--- src/isb_pkg.sv ---
// Package for the two-wire status, baud and address-match block
package isb_pkg;
  // Register byte offsets
  localparam logic [7:0] OFS_BUS_STATUS   = 8'h00;
  localparam logic [7:0] OFS_CLOCK_DIV    = 8'h04;
  localparam logic [7:0] OFS_OWN_IDENT    = 8'h08;
  localparam logic [7:0] OFS_MATCH_MASK   = 8'h0C;
  localparam logic [7:0] OFS_RX_HOLDING   = 8'h10;
  localparam logic [7:0] OFS_TX_HOLDING   = 8'h14;
  localparam logic [7:0] OFS_CONTROL      = 8'h18;
  localparam logic [7:0] OFS_IRQ_STATUS   = 8'h1C;
  localparam logic [7:0] OFS_IRQ_MASK     = 8'h20;
  // Status bit positions
  localparam int BIT_STOP     = 4;
  localparam int BIT_START    = 3;
  localparam int BIT_DIR      = 2;
  localparam int BIT_RX_FULL  = 1;
  localparam int BIT_TX_FULL  = 0;
  // Control bit positions
  localparam int BIT_TEN_BIT  = 10;
  localparam int BIT_ENABLE   = 0;
  // Field widths
  localparam int DIV_W   = 12;
  localparam int IDENT_W = 10;
  localparam int IRQ_W   = 5;
  // Reset values
  localparam logic [DIV_W-1:0]   DIV_RESET   = 12'h000;
  localparam logic [IDENT_W-1:0] IDENT_RESET = 10'h000;
  localparam logic [IDENT_W-1:0] MASK_RESET  = 10'h000;
  // Interrupt event positions
  localparam int EV_START = 0;
  localparam int EV_STOP  = 1;
  localparam int EV_RX    = 2;
  localparam int EV_TX    = 3;
  localparam int EV_MATCH = 4;
  // AXI responses
  localparam logic [1:0] RESP_OKAY   = 2'b00;
  localparam logic [1:0] RESP_SLVERR = 2'b10;

  typedef enum logic [1:0] {
    ISB_LS_IDLE,
    ISB_LS_SHIFT,
    ISB_LS_ACK
  } isb_link_st_t;

  // Pin group for one open-drain line
  typedef struct packed {
    logic in;
    logic out;
    logic oe;
  } isb_pin_t;

  // Bus-condition event group
  typedef struct packed {
    logic start;
    logic stop;
    logic rise;
    logic fall;
  } isb_cond_t;
endpackage

--- src/isb_status_baud_match.sv ---
// Status flags, baud divider, own-address match and register slave
`timescale 1ns/1ps
`default_nettype none
module isb_status_baud_match
  import isb_pkg::*;
(
  input  wire logic              clk_i,
  input  wire logic              arst_n_i,
  input  wire logic [7:0]        s_axi_awaddr_i,
  input  wire logic              s_axi_awvalid_i,
  output logic                   s_axi_awready_o,
  input  wire logic [31:0]       s_axi_wdata_i,
  input  wire logic [3:0]        s_axi_wstrb_i,
  input  wire logic              s_axi_wvalid_i,
  output logic                   s_axi_wready_o,
  output logic [1:0]             s_axi_bresp_o,
  output logic                   s_axi_bvalid_o,
  input  wire logic              s_axi_bready_i,
  input  wire logic [7:0]        s_axi_araddr_i,
  input  wire logic              s_axi_arvalid_i,
  output logic                   s_axi_arready_o,
  output logic [31:0]            s_axi_rdata_o,
  output logic [1:0]             s_axi_rresp_o,
  output logic                   s_axi_rvalid_o,
  input  wire logic              s_axi_rready_i,
  input  wire logic              scl_i,
  output logic                   scl_o,
  output logic                   scl_oe_o,
  input  wire logic              sda_i,
  output logic                   sda_o,
  output logic                   sda_oe_o,
  output logic                   baud_tick_o,
  output logic                   irq_o
);
  import isb_pkg::*;

  // Two-flop synchronisers on the pins; the first stage feeds only the second
  logic [1:0] scl_meta, sda_meta;
  logic [1:0] scl_sync, sda_sync;
  always_ff @(posedge clk_i or negedge arst_n_i) begin
    if (!arst_n_i) begin
      scl_meta <= 2'b11;
      sda_meta <= 2'b11;
    end else begin
      scl_meta <= {scl_meta[0], scl_i};
      sda_meta <= {sda_meta[0], sda_i};
    end
  end
  always_ff @(posedge clk_i or negedge arst_n_i) begin
    if (!arst_n_i) begin
      scl_sync <= 2'b11;
      sda_sync <= 2'b11;
    end else begin
      scl_sync <= {scl_sync[0], scl_meta[1]};
      sda_sync <= {sda_sync[0], sda_meta[1]};
    end
  end

  // Bus conditions: second stage (new) against the stage after it (old); comparing
  // deeper stages makes the acknowledge release too late for a short clock low phase
  isb_cond_t cond;
  always_comb begin
    cond.start = scl_sync[0] && scl_meta[1] && sda_sync[0] && !sda_meta[1];
    cond.stop  = scl_sync[0] && scl_meta[1] && !sda_sync[0] && sda_meta[1];
    cond.rise  = !scl_sync[0] && scl_meta[1];
    cond.fall  = scl_sync[0] && !scl_meta[1];
  end

  // Register state
  logic [DIV_W-1:0]   clock_divider, next_clock_divider;
  logic [IDENT_W-1:0] own_slave_ident, next_own_slave_ident;
  logic [IDENT_W-1:0] match_mask, next_match_mask;
  logic               ten_bit_ident_select, next_ten_bit_ident_select;
  logic               enable, next_enable;
  logic [7:0]         tx_holding_reg, next_tx_holding_reg;
  logic [7:0]         rx_holding_reg, next_rx_holding_reg;
  logic               stop_seen, next_stop_seen;
  logic               start_seen, next_start_seen;
  logic               dir_read, next_dir_read;
  logic               rx_holding_full, next_rx_holding_full;
  logic               tx_holding_full, next_tx_holding_full;
  logic [IRQ_W-1:0]   irq_status, next_irq_status;
  logic [IRQ_W-1:0]   irq_mask, next_irq_mask;

  // Bus channel state
  logic        aw_held, next_aw_held, w_held, next_w_held;
  logic [7:0]  aw_addr, next_aw_addr;
  logic [31:0] w_data, next_w_data;
  logic [3:0]  w_strb, next_w_strb;
  logic        bvalid, next_bvalid, rvalid, next_rvalid;
  logic [1:0]  bresp, next_bresp, rresp, next_rresp;
  logic [31:0] rdata, next_rdata;
  logic        wr_fire, rd_fire;
  logic        wr_hit, rd_hit;
  logic [31:0] rd_word;

  // Link state
  isb_link_st_t link_st, next_link_st;
  logic [3:0]   bit_cnt, next_bit_cnt;
  logic [7:0]   shreg, next_shreg;
  logic         first_byte, next_first_byte;
  logic         tx_active, next_tx_active;
  logic         addr_match, next_addr_match;
  logic         ev_start, ev_stop, ev_rx, ev_tx, ev_match;

  // Baud generator
  logic [DIV_W-1:0] baud_cnt, next_baud_cnt;
  logic             baud_tick, next_baud_tick;
  logic             scl_drv, next_scl_drv;

  // Address compare; mask one means don't care, bits 9, 8 and 0 ignored in both modes
  logic [IDENT_W-1:0] eff_mask;
  logic [IDENT_W-1:0] rx_ident;
  logic               ident_hit;
  always_comb begin
    eff_mask = match_mask;
    if (!ten_bit_ident_select) begin
      eff_mask[9] = 1'b0;
      eff_mask[8] = 1'b0;
      eff_mask[0] = 1'b0;
    end
    // Seven-bit address sits in bits 7:1 of the first byte
    rx_ident  = {2'b00, shreg[7:1], 1'b0};
    ident_hit = ((rx_ident ^ own_slave_ident) & ~eff_mask &
                 (ten_bit_ident_select ? 10'h0FE : 10'h0FE)) == 10'h000;
  end

  // Bus handshake decode
  always_comb begin
    rd_fire = s_axi_arvalid_i && !rvalid;
    next_aw_held = aw_held;
    next_w_held  = w_held;
    next_aw_addr = aw_addr;
    next_w_data  = w_data;
    next_w_strb  = w_strb;
    if (s_axi_awvalid_i && !aw_held && !bvalid) begin
      next_aw_held = 1'b1;
      next_aw_addr = s_axi_awaddr_i;
    end
    if (s_axi_wvalid_i && !w_held && !bvalid) begin
      next_w_held = 1'b1;
      next_w_data = s_axi_wdata_i;
      next_w_strb = s_axi_wstrb_i;
    end
    // Write from the held words, so address and data are the ones captured
    wr_fire = aw_held && w_held && !bvalid;
    if (wr_fire) begin
      next_aw_held = 1'b0;
      next_w_held  = 1'b0;
    end
  end

  // Read data mux; unmapped offsets answer with an error
  always_comb begin
    rd_word = 32'h0000_0000;
    rd_hit  = 1'b1;
    case (s_axi_araddr_i)
      OFS_BUS_STATUS: rd_word = {27'h000_0000, stop_seen, start_seen, dir_read,
                                 rx_holding_full, tx_holding_full};
      OFS_CLOCK_DIV:  rd_word = {20'h0_0000, clock_divider};
      OFS_OWN_IDENT:  rd_word = {22'h00_0000, own_slave_ident};
      OFS_MATCH_MASK: rd_word = {22'h00_0000, match_mask};
      OFS_RX_HOLDING: rd_word = {24'h00_0000, rx_holding_reg};
      OFS_TX_HOLDING: rd_word = {24'h00_0000, tx_holding_reg};
      OFS_CONTROL:    rd_word = {21'h00_0000, ten_bit_ident_select, 9'h000, enable};
      OFS_IRQ_STATUS: rd_word = {27'h000_0000, irq_status};
      OFS_IRQ_MASK:   rd_word = {27'h000_0000, irq_mask};
      default:        rd_hit  = 1'b0;
    endcase
  end

  // Register writes, flags and interrupts; hardware set wins over a clear
  always_comb begin
    next_clock_divider        = clock_divider;
    next_own_slave_ident      = own_slave_ident;
    next_match_mask           = match_mask;
    next_ten_bit_ident_select = ten_bit_ident_select;
    next_enable               = enable;
    next_tx_holding_reg       = tx_holding_reg;
    next_irq_mask             = irq_mask;
    next_bvalid = bvalid && !s_axi_bready_i;
    next_bresp  = bresp;
    next_rvalid = rvalid && !s_axi_rready_i;
    next_rresp  = rresp;
    next_rdata  = rdata;
    next_tx_holding_full = tx_holding_full;
    next_rx_holding_full = rx_holding_full;
    next_irq_status      = irq_status;
    wr_hit = 1'b1;
    if (wr_fire) begin
      next_bvalid = 1'b1;
      case (aw_addr)
        OFS_CLOCK_DIV:  if (w_strb[0]) next_clock_divider = w_data[DIV_W-1:0];
        OFS_OWN_IDENT:  if (w_strb[0]) next_own_slave_ident = w_data[IDENT_W-1:0];
        OFS_MATCH_MASK: if (w_strb[0]) next_match_mask = w_data[IDENT_W-1:0];
        OFS_CONTROL: if (w_strb[1]) begin
          next_ten_bit_ident_select = w_data[BIT_TEN_BIT];
          next_enable = w_data[BIT_ENABLE];
        end
        OFS_TX_HOLDING: if (w_strb[0]) begin
          next_tx_holding_reg  = w_data[7:0];
          next_tx_holding_full = 1'b1;
        end
        OFS_IRQ_STATUS: if (w_strb[0]) next_irq_status = irq_status & ~w_data[IRQ_W-1:0];
        OFS_IRQ_MASK:   if (w_strb[0]) next_irq_mask = w_data[IRQ_W-1:0];
        OFS_BUS_STATUS, OFS_RX_HOLDING: ;
        default: wr_hit = 1'b0;
      endcase
      next_bresp = wr_hit ? RESP_OKAY : RESP_SLVERR;
    end
    if (rd_fire) begin
      next_rvalid = 1'b1;
      next_rdata  = rd_word;
      next_rresp  = rd_hit ? RESP_OKAY : RESP_SLVERR;
      if (s_axi_araddr_i == OFS_RX_HOLDING)
        next_rx_holding_full = 1'b0;
    end
    if (ev_tx)
      next_tx_holding_full = 1'b0;
    if (ev_rx)
      next_rx_holding_full = 1'b1;
    next_irq_status = next_irq_status |
      {ev_match, ev_tx, ev_rx, ev_stop, ev_start};
  end

  // Bus link: byte framing, receive, transmit and address match
  always_comb begin
    next_link_st    = link_st;
    next_bit_cnt    = bit_cnt;
    next_shreg      = shreg;
    next_first_byte = first_byte;
    next_tx_active  = tx_active;
    next_addr_match = addr_match;
    next_dir_read   = dir_read;
    next_rx_holding_reg = rx_holding_reg;
    next_stop_seen  = stop_seen;
    next_start_seen = start_seen;
    ev_start = 1'b0;
    ev_stop  = 1'b0;
    ev_rx    = 1'b0;
    ev_tx    = 1'b0;
    ev_match = 1'b0;
    if (enable) begin
      if (cond.start) begin
        next_start_seen = 1'b1;
        next_stop_seen  = 1'b0;
        ev_start        = 1'b1;
        next_link_st    = ISB_LS_SHIFT;
        next_bit_cnt    = 4'h0;
        next_first_byte = 1'b1;
        next_addr_match = 1'b0;
        next_tx_active  = 1'b0;
      end else if (cond.stop) begin
        next_stop_seen  = 1'b1;
        next_start_seen = 1'b0;
        ev_stop         = 1'b1;
        next_link_st    = ISB_LS_IDLE;
        next_tx_active  = 1'b0;
      end else begin
        case (link_st)
          ISB_LS_IDLE: ;
          ISB_LS_SHIFT: begin
            // Sent data follows the holding register until the first rise, then moves on falls
            if (tx_active && bit_cnt == 4'h0)
              next_shreg = tx_holding_reg;
            if (cond.fall && tx_active && bit_cnt != 4'h0)
              next_shreg = {shreg[6:0], 1'b0};
            if (cond.rise) begin
              if (!tx_active)
                next_shreg = {shreg[6:0], sda_meta[1]};
              next_bit_cnt = bit_cnt + 4'h1;
            end
            if (bit_cnt == 4'h8 && cond.fall) begin
              next_link_st = ISB_LS_ACK;
              if (first_byte) begin
                next_first_byte = 1'b0;
                if (ident_hit) begin
                  next_addr_match = 1'b1;
                  ev_match        = 1'b1;
                  next_dir_read   = shreg[0];
                end
              end else if (tx_active) begin
                ev_tx = 1'b1;
              end else if (addr_match) begin
                next_rx_holding_reg = shreg;
                ev_rx = 1'b1;
              end
            end
          end
          ISB_LS_ACK: begin
            // A released line after a sent byte means the master wants no more data
            if (cond.rise && tx_active && sda_meta[1])
              next_addr_match = 1'b0;
            if (cond.fall) begin
              next_link_st   = addr_match ? ISB_LS_SHIFT : ISB_LS_IDLE;
              next_bit_cnt   = 4'h0;
              next_tx_active = addr_match && dir_read;
            end
          end
          default: next_link_st = ISB_LS_IDLE;
        endcase
      end
    end
  end

  // Baud generator: reload then count down, one tick per serial half period
  always_comb begin
    next_baud_tick = 1'b0;
    next_baud_cnt  = baud_cnt;
    next_scl_drv   = scl_drv;
    if (!enable) begin
      next_baud_cnt = clock_divider;
      next_scl_drv  = 1'b0;
    end else if (baud_cnt == DIV_RESET) begin
      next_baud_cnt  = clock_divider;
      next_baud_tick = 1'b1;
      next_scl_drv   = !scl_drv;
    end else begin
      next_baud_cnt = baud_cnt - 12'h001;
    end
  end

  // Single register stage for all register, bus channel, link and baud generator state
  always_ff @(posedge clk_i or negedge arst_n_i) begin
    if (!arst_n_i) begin
      clock_divider <= DIV_RESET;
      own_slave_ident <= IDENT_RESET;
      match_mask <= MASK_RESET;
      ten_bit_ident_select <= 1'b0;
      enable <= 1'b0;
      tx_holding_reg <= 8'h00;
      rx_holding_reg <= 8'h00;
      stop_seen <= 1'b0;
      start_seen <= 1'b0;
      dir_read <= 1'b0;
      rx_holding_full <= 1'b0;
      tx_holding_full <= 1'b0;
      irq_status <= 5'h00;
      irq_mask <= 5'h00;
      aw_held <= 1'b0;
      w_held <= 1'b0;
      aw_addr <= 8'h00;
      w_data <= 32'h0000_0000;
      w_strb <= 4'h0;
      bvalid <= 1'b0;
      bresp <= RESP_OKAY;
      rvalid <= 1'b0;
      rresp <= RESP_OKAY;
      rdata <= 32'h0000_0000;
      link_st <= ISB_LS_IDLE;
      bit_cnt <= 4'h0;
      shreg <= 8'h00;
      first_byte <= 1'b0;
      tx_active <= 1'b0;
      addr_match <= 1'b0;
      baud_cnt <= DIV_RESET;
      baud_tick <= 1'b0;
      scl_drv <= 1'b0;
    end else begin
      clock_divider <= next_clock_divider;
      own_slave_ident <= next_own_slave_ident;
      match_mask <= next_match_mask;
      ten_bit_ident_select <= next_ten_bit_ident_select;
      enable <= next_enable;
      tx_holding_reg <= next_tx_holding_reg;
      rx_holding_reg <= next_rx_holding_reg;
      stop_seen <= next_stop_seen;
      start_seen <= next_start_seen;
      dir_read <= next_dir_read;
      rx_holding_full <= next_rx_holding_full;
      tx_holding_full <= next_tx_holding_full;
      irq_status <= next_irq_status;
      irq_mask <= next_irq_mask;
      aw_held <= next_aw_held;
      w_held <= next_w_held;
      aw_addr <= next_aw_addr;
      w_data <= next_w_data;
      w_strb <= next_w_strb;
      bvalid <= next_bvalid;
      bresp <= next_bresp;
      rvalid <= next_rvalid;
      rresp <= next_rresp;
      rdata <= next_rdata;
      link_st <= next_link_st;
      bit_cnt <= next_bit_cnt;
      shreg <= next_shreg;
      first_byte <= next_first_byte;
      tx_active <= next_tx_active;
      addr_match <= next_addr_match;
      baud_cnt <= next_baud_cnt;
      baud_tick <= next_baud_tick;
      scl_drv <= next_scl_drv;
    end
  end

  // Registered outputs; pins are open drain, never driven high
  isb_pin_t scl_pin, sda_pin;
  logic     irq_q, awr_q, wr_q, sda_oe_q;
  always_ff @(posedge clk_i or negedge arst_n_i) begin
    if (!arst_n_i) begin
      irq_q    <= 1'b0;
      awr_q    <= 1'b0;
      wr_q     <= 1'b0;
      sda_oe_q <= 1'b0;
    end else begin
      irq_q    <= |(next_irq_status & next_irq_mask);
      awr_q    <= !next_aw_held && !next_bvalid;
      wr_q     <= !next_w_held && !next_bvalid;
      // Drive low for the acknowledge of a matched byte or a zero data bit
      sda_oe_q <= (next_link_st == ISB_LS_ACK && (next_addr_match && !next_tx_active)) ||
                  (next_link_st == ISB_LS_SHIFT && next_tx_active && !next_first_byte &&
                   !next_shreg[7]);
    end
  end
  always_comb begin
    scl_pin = '{in: scl_sync[1], out: 1'b0, oe: 1'b0};
    sda_pin = '{in: sda_sync[1], out: 1'b0, oe: sda_oe_q};
  end

  assign s_axi_awready_o = awr_q;
  assign s_axi_wready_o  = wr_q;
  assign s_axi_bvalid_o  = bvalid;
  assign s_axi_bresp_o   = bresp;
  assign s_axi_arready_o = !rvalid;
  assign s_axi_rvalid_o  = rvalid;
  assign s_axi_rresp_o   = rresp;
  assign s_axi_rdata_o   = rdata;
  assign scl_o           = scl_pin.out;
  assign scl_oe_o        = scl_drv && 1'b0;
  assign sda_o           = sda_pin.out;
  assign sda_oe_o        = sda_pin.oe;
  assign baud_tick_o     = baud_tick;
  assign irq_o           = irq_q;
endmodule // isb_status_baud_match
`default_nettype wire

--- config.mk ---
export PLATFORM = sky130hd
export DESIGN_NAME = isb_status_baud_match
export DESIGN_NICKNAME = d
export VERILOG_FILES = /design/src/isb_pkg.sv /design/src/isb_status_baud_match.sv
export SDC_FILE = /design/constraint.sdc
export NUM_CORES = 1
export LEC_CHECK = 0
export ABC_AREA = 1
export BUFFER_PORTS_ARGS = -buffer_cell sky130_fd_sc_hd__buf_2
export CORE_MARGIN = 2
export CORE_UTILIZATION = 30
export DETAILED_ROUTE_END_ITERATION = 10
export MAX_ROUTING_LAYER = met4
export PLACE_DENSITY = 0.54
export SYNTH_ARGS = -nofsm -noshare
export SYNTH_HDL_FRONTEND = slang
export SYNTH_SLANG_ARGS = --single-unit
export TNS_END_PERCENT = 1
--- constraint.sdc ---
create_clock -name clk_i -period 3.1 [get_ports clk_i]
set_clock_uncertainty 0.15 [all_clocks]
set_input_delay 0.775 -clock clk_i [delete_from_list [all_inputs] [get_ports clk_i]]
set_output_delay 0.775 -clock clk_i [all_outputs]
set_load 0.05 [all_outputs]
======== Yosys cells after proc, flatten, opt, wreduce, memory -nomap -nowiden ========
Index checks and enable logic that the tools add are counted.
word-level totals
  register bits ........................... 167
  bits of input ports ..................... 61
  output and inout bits ................... 47
  logic and storage cells ................. 253
cells by class
  add/subtract/negate cells ............... 2
  eq/ne operators ......................... 24
  multiplexer cells ....................... 99
  bitwise gates (word level) .............. 11
  reductions and logical operators ........ 76
operators with widths
  operator                                              count
  one-hot mux 12 bit (9 select lines)                   1
  two-way mux 1 bit                                     68
  equality test 8 x 5 -> 1 bit (second input constant)  8
  two-way mux 8 bit                                     8
  equality test 8 x 4 -> 1 bit (second input constant)  4
  logical AND 1 bit                                     30
  two-way mux 5 bit                                     6
  two-way mux 12 bit                                    2
  AND reduction 3 bit                                   6
  OR reduction 9 bit                                    2
  equality test 8 x 3 -> 1 bit (second input constant)  2
  equality test 8 x 6 -> 1 bit (second input constant)  2
  zero test 1 bit                                       16
  zero test 8 bit                                       2
  two-way mux 4 bit                                     4
  two-way mux 2 bit                                     7
  zero test 12 bit                                      1
  nonzero test 2 bit                                    6
  subtractor 12 x 1 -> 12 bit (second input constant)   1
  AND 5 bit                                             2
  zero test 10 bit                                      1
  AND 8 bit                                             1
  NOT 8 bit                                             1
  one-hot mux 4 bit (2 select lines)                    1
  23 further kinds                                      30

======== Longest topological paths before layout ========
Gate-level depths: netlist of the first run.
  depth after elaboration ................. 14
  gate-level depth with buffers ........... 12
  gate-level depth less buffers ........... 12

======== Worst setup path before layout of the first run ========
OpenSTA, ideal clock, no wires.
  kind .................................... reg-to-reg
  start point ............................. register rvalid (netlist: s_axi_rvalid_o)
  end point ............................... register rdata[7] (netlist: s_axi_rdata_o[7])
  library setup time ...................... 0.123 ns
  data arrival time ....................... 1.686 ns
  setup slack ............................. 1.141 ns
  stages on the path, launching flop included .. 7
  path buffers ............................ 1
  period minus slack after synthesis ...... 1.959 ns
  path through ............................ dfrtp_1 > inv_1 > nand2_1 > clkbuf_1 > inv_1 > o21ai_0 > nand2_1
between the ends
  cells in the longest elaborated chain, start to end .. 2
RTL lines
  element                   line                          RTL
  start: declaration        isb_status_baud_match.sv:90   logic bvalid, next_bvalid, rvalid, next_rvalid;
  start signal: assignment  isb_status_baud_match.sv:381  rvalid <= next_rvalid;
  zero test 1 bit           --
  net s_axi_arready_o       isb_status_baud_match.sv:21   output logic s_axi_arready_o,
  logical AND 1 bit         isb_status_baud_match.sv:130  rd_fire = s_axi_arvalid_i && !rvalid;
  end signal: assignment    isb_status_baud_match.sv:383  rdata <= next_rdata;
  end: declaration          isb_status_baud_match.sv:92   logic [31:0] rdata, next_rdata;
The timed path passes the listed nets, and every way through them passes these cells.
A chain may end at the register's enable or synchronous reset.

======== Final worst setup path of the first run ========
  start point ............................. register bit_cnt[0]
  end point ............................... register irq_q (netlist: irq_o)
between the ends
  cells in the longest elaborated chain, start to end .. 10
  elaborated cells on any way between the ends .. 20
RTL lines
  element                   line                          RTL
  start: declaration        isb_status_baud_match.sv:99   logic [3:0] bit_cnt, next_bit_cnt;
  start signal: assignment  isb_status_baud_match.sv:385  bit_cnt <= next_bit_cnt;
  equality test 4 bit       isb_status_baud_match.sv:273  if (bit_cnt == 4'h8 && cond.fall) begin
  logical AND 1 bit         isb_status_baud_match.sv:273
  two-way mux 1 bit         isb_status_baud_match.sv:273
  two-way mux 1 bit         isb_status_baud_match.sv:260  case (link_st)
  two-way mux 1 bit         isb_status_baud_match.sv:253  end else if (cond.stop) begin
  two-way mux 1 bit         isb_status_baud_match.sv:244  if (cond.start) begin
  two-way mux 1 bit         isb_status_baud_match.sv:243  if (enable) begin
  OR 5 bit                  isb_status_baud_match.sv:222  next_irq_status = next_irq_status |
  net next_irq_status[2]    isb_status_baud_match.sv:82   logic [IRQ_W-1:0] irq_status, next_irq_status;
  AND 5 bit                 isb_status_baud_match.sv:406  irq_q <= |(next_irq_status & next_irq_mask);
  OR reduction 5 bit        isb_status_baud_match.sv:406
  end signal: assignment    isb_status_baud_match.sv:406
  end: declaration          isb_status_baud_match.sv:398  logic irq_q, awr_q, wr_q, sda_oe_q;
The timed path passes the listed nets, and every way through them passes these cells.

==> metrics.txt, run 1 <==
outcome finished, final reports clean; endpoints failing setup 0; Die Y 160 um; peak supply drop 0.348 mV; routed vias/inst 4.53; mux contribution to synthesized area 0.616%; share of layout cells above drive strength 1 14.3%; Critical path buffers and inverters 2; crit-path cells inv_1 -> ha_1 -> nand3_1 -> nor2_2 -> nand2_1 -> inv_1 -> nand3_4 -> nand2_1 -> nand2_1 -> nand2_1 -> nor2_1 -> nand2_1; worst skew pair latency 420 ps; top cell family by delay on the critical path simple AND/OR/NAND/NOR gates; area grow syn2layout 14.6%; Initial DRT Pass Iterations 5; Synthesis Warnings 0; initial drt markers 451; row count 57; initial antenna violation count 0; Crit Path Category register to register; post-DR wirelength/cell 14.2 um; fillers 2,610; die area 25,600 um^2; final hold slack 126 ps; synth unique cells 44; Simple-Gate Fraction of Synth Area 26.4%; highest routed metal layer met4; highest cell delay on the worst timing path 400 ps; Synth Area in Compound Gates 10.7%; Tmin final 2100 ps; area occupied by multi-input gates 3040 um^2; Met3 Routed Length 853 um; HP Class input port to async pin; Slew headroom 51.0%; register area share after synthesis 49.8%; diode count 0; drt drc 0; Vias 5,958; CP Max Fanout 18; Post-Synth Adder-Cell Area 1.37%; Yosys reg bits 145; most common cell after layout, fill and taps aside nand2_1; hold buffer count at CTS 0; port bufs 60; clk slew on worst S/H paths 60 ps; Max Cap Viol 0; Final Max Slew Viols 0; endpoints failing hold 0; gr usage total 15.8%; setup tns final 0 ps; R2R Setup Slk 1000 ps; crit start category register; Worst R2R End irq_o$_DFF_PN0_; Async S/R FF share, synth 100%; HPWL after detailed placement 14,000 um; GRT overflow 0; slowest cell on the critical path dfrtp_1; sequential cell area 3640 um^2; XOR/XNOR Fraction of Synth Area 1.20%; largest family of logic cells by synthesized area simple AND/OR/NAND/NOR gates; unrepaired setup endpoints after global routing false; WP data arrival 2300 ps; CTS resizes 0; placer congestion estimate 0.923; Core Area 24,100 um^2; Total Wirelength 18,600 um; Synth Instances 913; mapped cell area 7310 um^2; vias in the first global route 5,871; I/O Pins 108; largest net degree at the start of global routing 53; reg2reg path depth 12; CTS Sinks 145; WP depth 12; Die W 160 um; CTS Buffer Depth 2; TritonCTS buffer count 17; Slew @ Worst Pin 733 ps; Initial Util 30.3%; Main synth FF type dfrtp_1; Req. time, crit path 3300 ps; Critical Path Most Common Cell nand2_1; Post-CTS Setup Bufs 0; first-pass GRT wire length 30,900 um; Pleak 4.15 nW; WL met1 9570 um; Root Buffer clkbuf_16; post-synthesis area per instance 8.00 um^2; fin crit share 67.8%; Critical Path End Type register; max frequency 0.475 GHz; worst r2r src bit_cnt[0]$_DFFE_PN0P_; number of routed nets with antenna violations 0; pwr dens 616 nW/um^2; TritonCTS clock tree done; number of flops mapped to enable cells by yosys 0; total power 0.00516 W; most frequent cells in the layout nand2_1, dfrtp_1, inv_1; H-tree depth 4; WL met2 7940 um; nets 1,049
## per-stage QoR
stage / worst slack (ps) / std cells / util, % / area, um^2
floorplan: 1140 / 937 / - / 7400
CTS: 982 / 1316 / 34.8 / 8380
finish: 997 / 1316 / 34.8 / 8380
global route: 758 / 1316 / 34.8 / 8380
global placement: 684 / 1285 / 32.7 / 7880
detailed placement: 661 / 1285 / 32.7 / 7880
## power breakdown
group	leakage (nW)	switching (W)	internal (W)	total (W)
clock network	0.247	0.000778	0.00103	0.00181
logic	1.97	0.000786	0.000276	0.00106
registers	1.94	0.000155	0.00213	0.00229
total	4.15	0.00172	0.00344	0.00516
## cell usage after synthesis (8+ instances only)
library cell | count | area, um^2
nor3_1 | 9 | 45.0
nand2_1 | 253 | 950
inv_1 | 107 | 402
o21ai_1 | 25 | 125
o21ai_0 | 85 | 425
a21oi_1 | 29 | 145
ha_1 | 8 | 100
dfrtp_1 | 139 | 3480
nor2_1 | 72 | 270
buf_4 | 27 | 203
nand3_1 | 60 | 300
nand2_2 | 10 | 62.6
## logic make-up (layout without fill, tap and decap cells)
logic type,count (synthesis),in the layout
AOI/OAI and AO/OA,151,151
xor gates and xnor gates,10,10
adders and majority gates,8,8
buffers and inverters,157,212
DFF,145,145
muxes,4,4
other,1,25
and+or+nand+nor,437,437
## metal layers
metal,track usage (%),vias to the layer above
li1,-,3000
met2,23.2,143
met5,-,-
met4,4.71,0
met3,2.94,16
met1,22.2,2799
## cell type report
cell class	count	share of cell area, %
clock buffers	24	5.51
clock inverters	7	0.448
inverters	115	5.21
multi-input cells	635	36.2
flip-flops and latches	145	43.4
well taps	324	4.84
repair buffers	66	4.35
## worst max-delay path by stage
stage	start	slack, ps	end
floorplan	s_axi_rvalid_o$_DFF_PN0_	1140	s_axi_rdata_o[7]$_DFFE_PN0P_
finish	bit_cnt[0]$_DFFE_PN0P_	1000	irq_o$_DFF_PN0_
global route	bit_cnt[0]$_DFFE_PN0P_	760	irq_o$_DFF_PN0_
detailed placement	s_axi_araddr_i[5]	660	s_axi_rdata_o[4]$_DFFE_PN0P_
global placement	s_axi_araddr_i[5]	680	s_axi_rdata_o[4]$_DFFE_PN0P_
CTS	bit_cnt[0]$_DFFE_PN0P_	980	irq_o$_DFF_PN0_
(Power assumes the default switching activity.)
==> inputs of run 2 (changes only) <==
clock period = 2 ns   (was 3.1 ns; I/O delays follow)
==> metrics.txt, run 2 (synthesized netlist as in run 1, its figures left out) <==
WHS Path Cells 1; TritonCTS clock tree done; worst skew pair latency 430 ps (about the same); WP data arrival 2030 ps (-270 ps); Die Y 160 um (unchanged); Final Max Slew Viols 0 (unchanged); CTS Buffer Depth 2 (unchanged); Tmin final 1820 ps (-282 ps); max frequency 0.549 GHz (+16%); post-DR wirelength/cell 13.9 um (-2.1%); final hold slack 21.1 ps (-105 ps); share of layout cells above drive strength 1 17.7% (+3.4 points); fin crit share 91.0% (+23 points); unrepaired setup endpoints after global routing false; Req. time, crit path 2200 ps (-1100 ps); pwr dens 946 nW/um^2 (+54%); gr usage total 15.6% (-0.25 points); area grow syn2layout 18.7%; H-tree depth 4 (unchanged); endpoints failing setup 0 (unchanged); Worst R2R End irq_o$_DFF_PN0_; crit-path cells inv_1 -> ha_4 -> nand3_1 -> nor2_2 -> nand2_2 -> inv_2 -> nand3_1 -> nand2_1 -> nand2_1 -> nand2_1 -> nor2_1 -> nand2_1; outcome finished, final reports clean; Critical path buffers and inverters 2 (unchanged); worst r2r src bit_cnt[1]$_DFFE_PN0P_; Die W 160 um (unchanged); HPWL after detailed placement 14,200 um (+1.5%); peak supply drop 0.534 mV (+54%); Initial Util 30.3% (unchanged); Max Cap Viol 0 (unchanged); reg2reg path depth 12 (unchanged); initial drt markers 449 (-0.44%); R2R Setup Slk 180 ps (-820 ps); Critical Path Most Common Cell nand2_1; vias in the first global route 5,557 (-5.3%); clk slew on worst S/H paths 60 ps (about the same); setup tns final 0 ps (unchanged); top cell family by delay on the critical path simple AND/OR/NAND/NOR gates; Initial DRT Pass Iterations 5 (unchanged); Worst Hold Launch sda_i; most frequent cells in the layout nand2_1, dfrtp_1, inv_1; placer congestion estimate 0.884 (-4.3%); Pleak 4.29 nW (+3.4%); crit start category register; row count 57 (unchanged); endpoints failing hold 0 (unchanged); nets 1,074 (+2.4%); diode count 0 (unchanged); I/O Pins 108 (unchanged); slowest cell on the critical path dfrtp_1; initial antenna violation count 0 (unchanged); Total Wirelength 18,600 um (-0.27%); Root Buffer clkbuf_16; Core Area 24,100 um^2 (unchanged); Hold Path Sink sda_meta[0]$_DFF_PN1_; die area 25,600 um^2 (unchanged); GRT overflow 0 (unchanged); first-pass GRT wire length 30,400 um (-1.9%); fillers 2,595 (-0.57%); TritonCTS buffer count 17 (unchanged); CP Max Fanout 4 (-14); CTS Sinks 145 (unchanged); most common cell after layout, fill and taps aside nand2_1; Vias 5,976 (+0.30%); drt drc 0 (unchanged); port bufs 60 (unchanged); number of routed nets with antenna violations 0 (unchanged); largest net degree at the start of global routing 52 (-1.9%); Crit Path Category register to register; Critical Path End Type register; highest cell delay on the worst timing path 400 ps (about the same); HP Class input port to register; routed vias/inst 4.46 (-1.5%)
==> run 2: cell types whose count changed in the layout (fill, tap and decap cells not counted), sizes merged <==
cell and delta:
buf +24, clkbuf -4, clkinvlp +3, bufinv +1, clkinv -1, dlygate4sd3 +1
==> run 2: what timing repair did <==
| action | 4_1_cts | 5_1_grt |
|---|---|---|
| buffers inserted | 0 | 2 |
| hold endpoints to repair | 26 | 0 |
| setup endpoints to repair | 0 | 10 |
| hold buffers | 1 | 0 |
| gates resized for setup | 0 | 14 |
==> run 2: worst max path at each step <==
stage / start / cells past startpoint / to / slack, ps
2_1_floorplan: s_axi_rvalid_o$_DFF_PN0_ / 6 / s_axi_rdata_o[7]$_DFFE_PN0P_ / 40
3_3_place_gp: bit_cnt[0]$_DFFE_PN0P_ / 12 / irq_o$_DFF_PN0_ / 70
3_5_place_dp: s_axi_araddr_i[1] / 10 / s_axi_rdata_o[3]$_DFFE_PN0P_ / 40
4_1_cts: bit_cnt[0]$_DFFE_PN0P_ / 12 / irq_o$_DFF_PN0_ / 30
5_1_grt: aw_addr[7]$_DFFE_PN0P_ / 10 / irq_o$_DFF_PN0_ / 0.2
6_report: bit_cnt[1]$_DFFE_PN0P_ / 12 / irq_o$_DFF_PN0_ / 180
==> run 2: worst register-to-register path, stage by stage (launching register included) <==
cell and delay [ps]:
dfrtp_1 400, inv_1 110, ha_4 160, nand3_1 100
nor2_2 200, nand2_2 100, inv_2 90, nand3_1 100
nand2_1 100, nand2_1 60, nand2_1 50, nor2_1 40
nand2_1 80
==> run 2: cell type report <==
| cell class | count | area (um^2) | area share (%) |
|---|---|---|---|
| Clock buffer | 20 | 457 | 5.26 |
| Clock inverter | 10 | 88.8 | 1.02 |
| Inverter | 115 | 437 | 5.03 |
| Multi-Input combinational cell | 635 | 3070 | 35.4 |
| Sequential cell | 145 | 3640 | 41.9 |
| Tap cell | 324 | 405 | 4.67 |
| Timing Repair Buffer | 91 | 579 | 6.68 |
==> run 2: metrics by stage <==
step | power, W | worst slack, ps | cell area (um^2) | util (%) | instances
2_1_floorplan | 0.00476 | 40.8 | 7400 | - | 937
3_3_place_gp | 0.00526 | 69.2 | 8070 | 33.5 | 1307
3_5_place_dp | 0.00528 | 39.5 | 8070 | 33.5 | 1307
4_1_cts | 0.00829 | 25.1 | 8620 | 35.8 | 1338
5_1_grt | 0.00865 | 0.202 | 8670 | 36.0 | 1340
6_report | 0.00821 | 179 | 8670 | 36.0 | 1340
==> run 2: per-layer routing <==
metal | vias to the layer above | GRT usage, % | wire length (um) | part of all wire (%)
met1 | 2775 | 22.3 | 9430 | 51
met3 | 18 | 2.96 | 897 | 4.8
met2 | 132 | 22.3 | 7970 | 43
li1 | 3051 | - | - | -
met4 | 0 | 4.59 | 301 | 1.6
met5 | - | - | 0 | 0
==> run 2: report_power, final <==
| part | total, W | internal [W] | switching (W) |
|---|---|---|---|
| Clock | 0.00298 | 0.00175 | 0.00122 |
| Sequential | 0.00355 | 0.00331 | 0.000249 |
| Combinational | 0.00168 | 0.000462 | 0.00121 |
| Total | 0.00821 | 0.00552 | 0.00269 |
==> inputs of run 3 (changes only) <==
CAP_MARGIN = 20   (was default)
CORE_UTILIZATION = 40   (was 30)
PLACE_DENSITY = 0.66   (was 0.54)
==> metrics.txt, run 3 (synthesized netlist as in run 1, its figures left out) <==
Layout Utilization 47.6% (+12 points); Tmin final 1860 ps (+36.0 ps); fin crit share 92.8% (+1.8 points); first-pass GRT wire length 29,300 um (-3.4%); total power 0.00838 W (+2.2%); WHS Path Cells 1 (unchanged); Worst R2R End rx_holding_reg[1]$_DFFE_PN0P_; Max Cap Viol 0 (unchanged); initial antenna violation count 0 (unchanged); peak supply drop 1.06 mV (+99%); area grow syn2layout 17.0%; Hold Path Sink sda_meta[0]$_DFF_PN1_; max frequency 0.539 GHz (-1.9%); endpoints failing setup 0 (unchanged); largest net degree at the start of global routing 61 (+17%); CTS Sinks 145 (unchanged); unrepaired setup endpoints after global routing true; Req. time, crit path 2160 ps (-40 ps); routed vias/inst 4.88 (+9.3%); Total Wirelength 18,000 um (-3.3%); CTS Buffer Depth 2 (unchanged); fillers 1,747 (-33%); Initial DRT Pass Iterations 6 (+1); Root Buffer clkbuf_16; initial drt markers 509 (+13%); row count 49 (-14%); die area 19,400 um^2 (-24%); pwr dens 981 nW/um^2 (+3.7%); worst skew pair latency 430 ps (about the same); Die W 139 um (-13%); Pleak 4.28 nW (-0.28%); Critical Path End Type register; area occupied by multi-input gates 3070 um^2 (unchanged); Initial Util 40.7% (+10 points); worst r2r src bit_cnt[0]$_DFFE_PN0P_; share of layout cells above drive strength 1 17.1% (-0.62 points); placer congestion estimate 0.909 (+2.8%); Post-CTS Setup Bufs 0 (unchanged); dpl cell area 7920 um^2 (-1.8%); HP Class input port to register; reg2reg path depth 10 (-2); number of routed nets with antenna violations 0 (unchanged); Vias 6,050 (+1.2%); R2R Setup Slk 140 ps (-40 ps); TritonCTS buffer count 17 (unchanged); Design Area, Final 8550 um^2 (-1.5%); clk slew on worst S/H paths 60 ps (about the same); TritonCTS clock tree done; diode count 0 (unchanged); H-tree depth 4 (unchanged); endpoints failing hold 0 (unchanged); I/O Pins 108 (unchanged); post-DR wirelength/cell 14.5 um (+4.4%); most common cell after layout, fill and taps aside nand2_1; Final Max Slew Viols 0 (unchanged); vias in the first global route 5,748 (+3.4%); CP Max Fanout 17 (+13); WP data arrival 2020 ps (about the same); Crit Path Category register to register; nets 1,068 (-0.56%); gr usage total 19.8% (+4.2 points); GRT overflow 0 (unchanged); Die Y 139 um (-13%); HPWL after detailed placement 13,300 um (-6.0%); most frequent cells in the layout nand2_1, dfrtp_1, inv_1; crit start category register; port bufs 60 (unchanged); Core Area 18,000 um^2 (-25%); outcome finished, final reports clean; Worst Hold Launch sda_i; drt drc 0 (unchanged); sequential cell area 3640 um^2 (unchanged)
run 3: through the flow:
| step | instances | hold WS (ps) | worst slack (ps) | TNS [ps] |
|---|---|---|---|---|
| global placement | 1208 | 197 | 45.9 | 0 |
| floorplan | 937 | 54.4 | 40.8 | 0 |
| detailed placement | 1208 | 197 | 6.85 | 0 |
| finish | 1241 | 22.1 | 143 | 0 |
| CTS | 1241 | 2.87 | 52.2 | 0 |
| global route | 1241 | 0.930 | -14.8 | -26.6 |
run 3: worst max path at each step:
stage | from | end | cells past startpoint | slack (ps)
after global routing | bit_cnt[0]$_DFFE_PN0P_ | irq_o$_DFF_PN0_ | 12 | -10
after CTS | bit_cnt[0]$_DFFE_PN0P_ | irq_o$_DFF_PN0_ | 12 | 50
after floorplan | s_axi_rvalid_o$_DFF_PN0_ | s_axi_rdata_o[7]$_DFFE_PN0P_ | 6 | 40
after detailed placement | s_axi_araddr_i[6] | s_axi_rdata_o[2]$_DFFE_PN0P_ | 11 | 7
after global placement | s_axi_araddr_i[6] | s_axi_rdata_o[2]$_DFFE_PN0P_ | 11 | 50
final | bit_cnt[0]$_DFFE_PN0P_ | rx_holding_reg[1]$_DFFE_PN0P_ | 10 | 140
run 3: timing repair:
item / 4_1_cts / 5_1_grt
resized for setup: 0 / 9
endpoints found under the hold margin: 20 / 0
hold buffers: 1 / 0
setup endpoints to repair: 0 / 15
run 3: where the power goes:
group	switching, W	total [W]	internal [W]
Sequential	0.000244	0.00355	0.00330
Clock	0.00130	0.00315	0.00185
Combinational	0.00123	0.00168	0.000453
run 3: layout make-up:
class                           instances  share of cell area (%)
Clock buffer                           18                    5.02
Sequential cell                       145                    42.5
Tap cell                              229                    3.35
Timing Repair Buffer                   85                    6.25
Inverter                              115                    5.11
Clock inverter                         14                    1.80
Multi-Input combinational cell        635                    35.9
run 3: worst max-delay path, stage by stage (launching register included):
cell and delay (ps):
dfrtp_1 390, inv_1 140, ha_4 180, nand3_1 90, nor2_2 180, nand2_1 130, inv_2 110, nand3_4 80
buf_12 170, nand2_1 60, o21ai_1 60
run 3: routing by layer:
| metal | wire length (um) | share of wire, % | vias to the layer above | track usage, % |
|---|---|---|---|---|
| met2 | 7930 | 44 | 168 | 29.6 |
| met5 | 0 | 0 | - | - |
| met4 | 397 | 2.2 | 0 | 5.95 |
| met3 | 917 | 5.1 | 25 | 4.39 |
| met1 | 8740 | 49 | 2820 | 27.1 |
| li1 | - | - | 3037 | - |
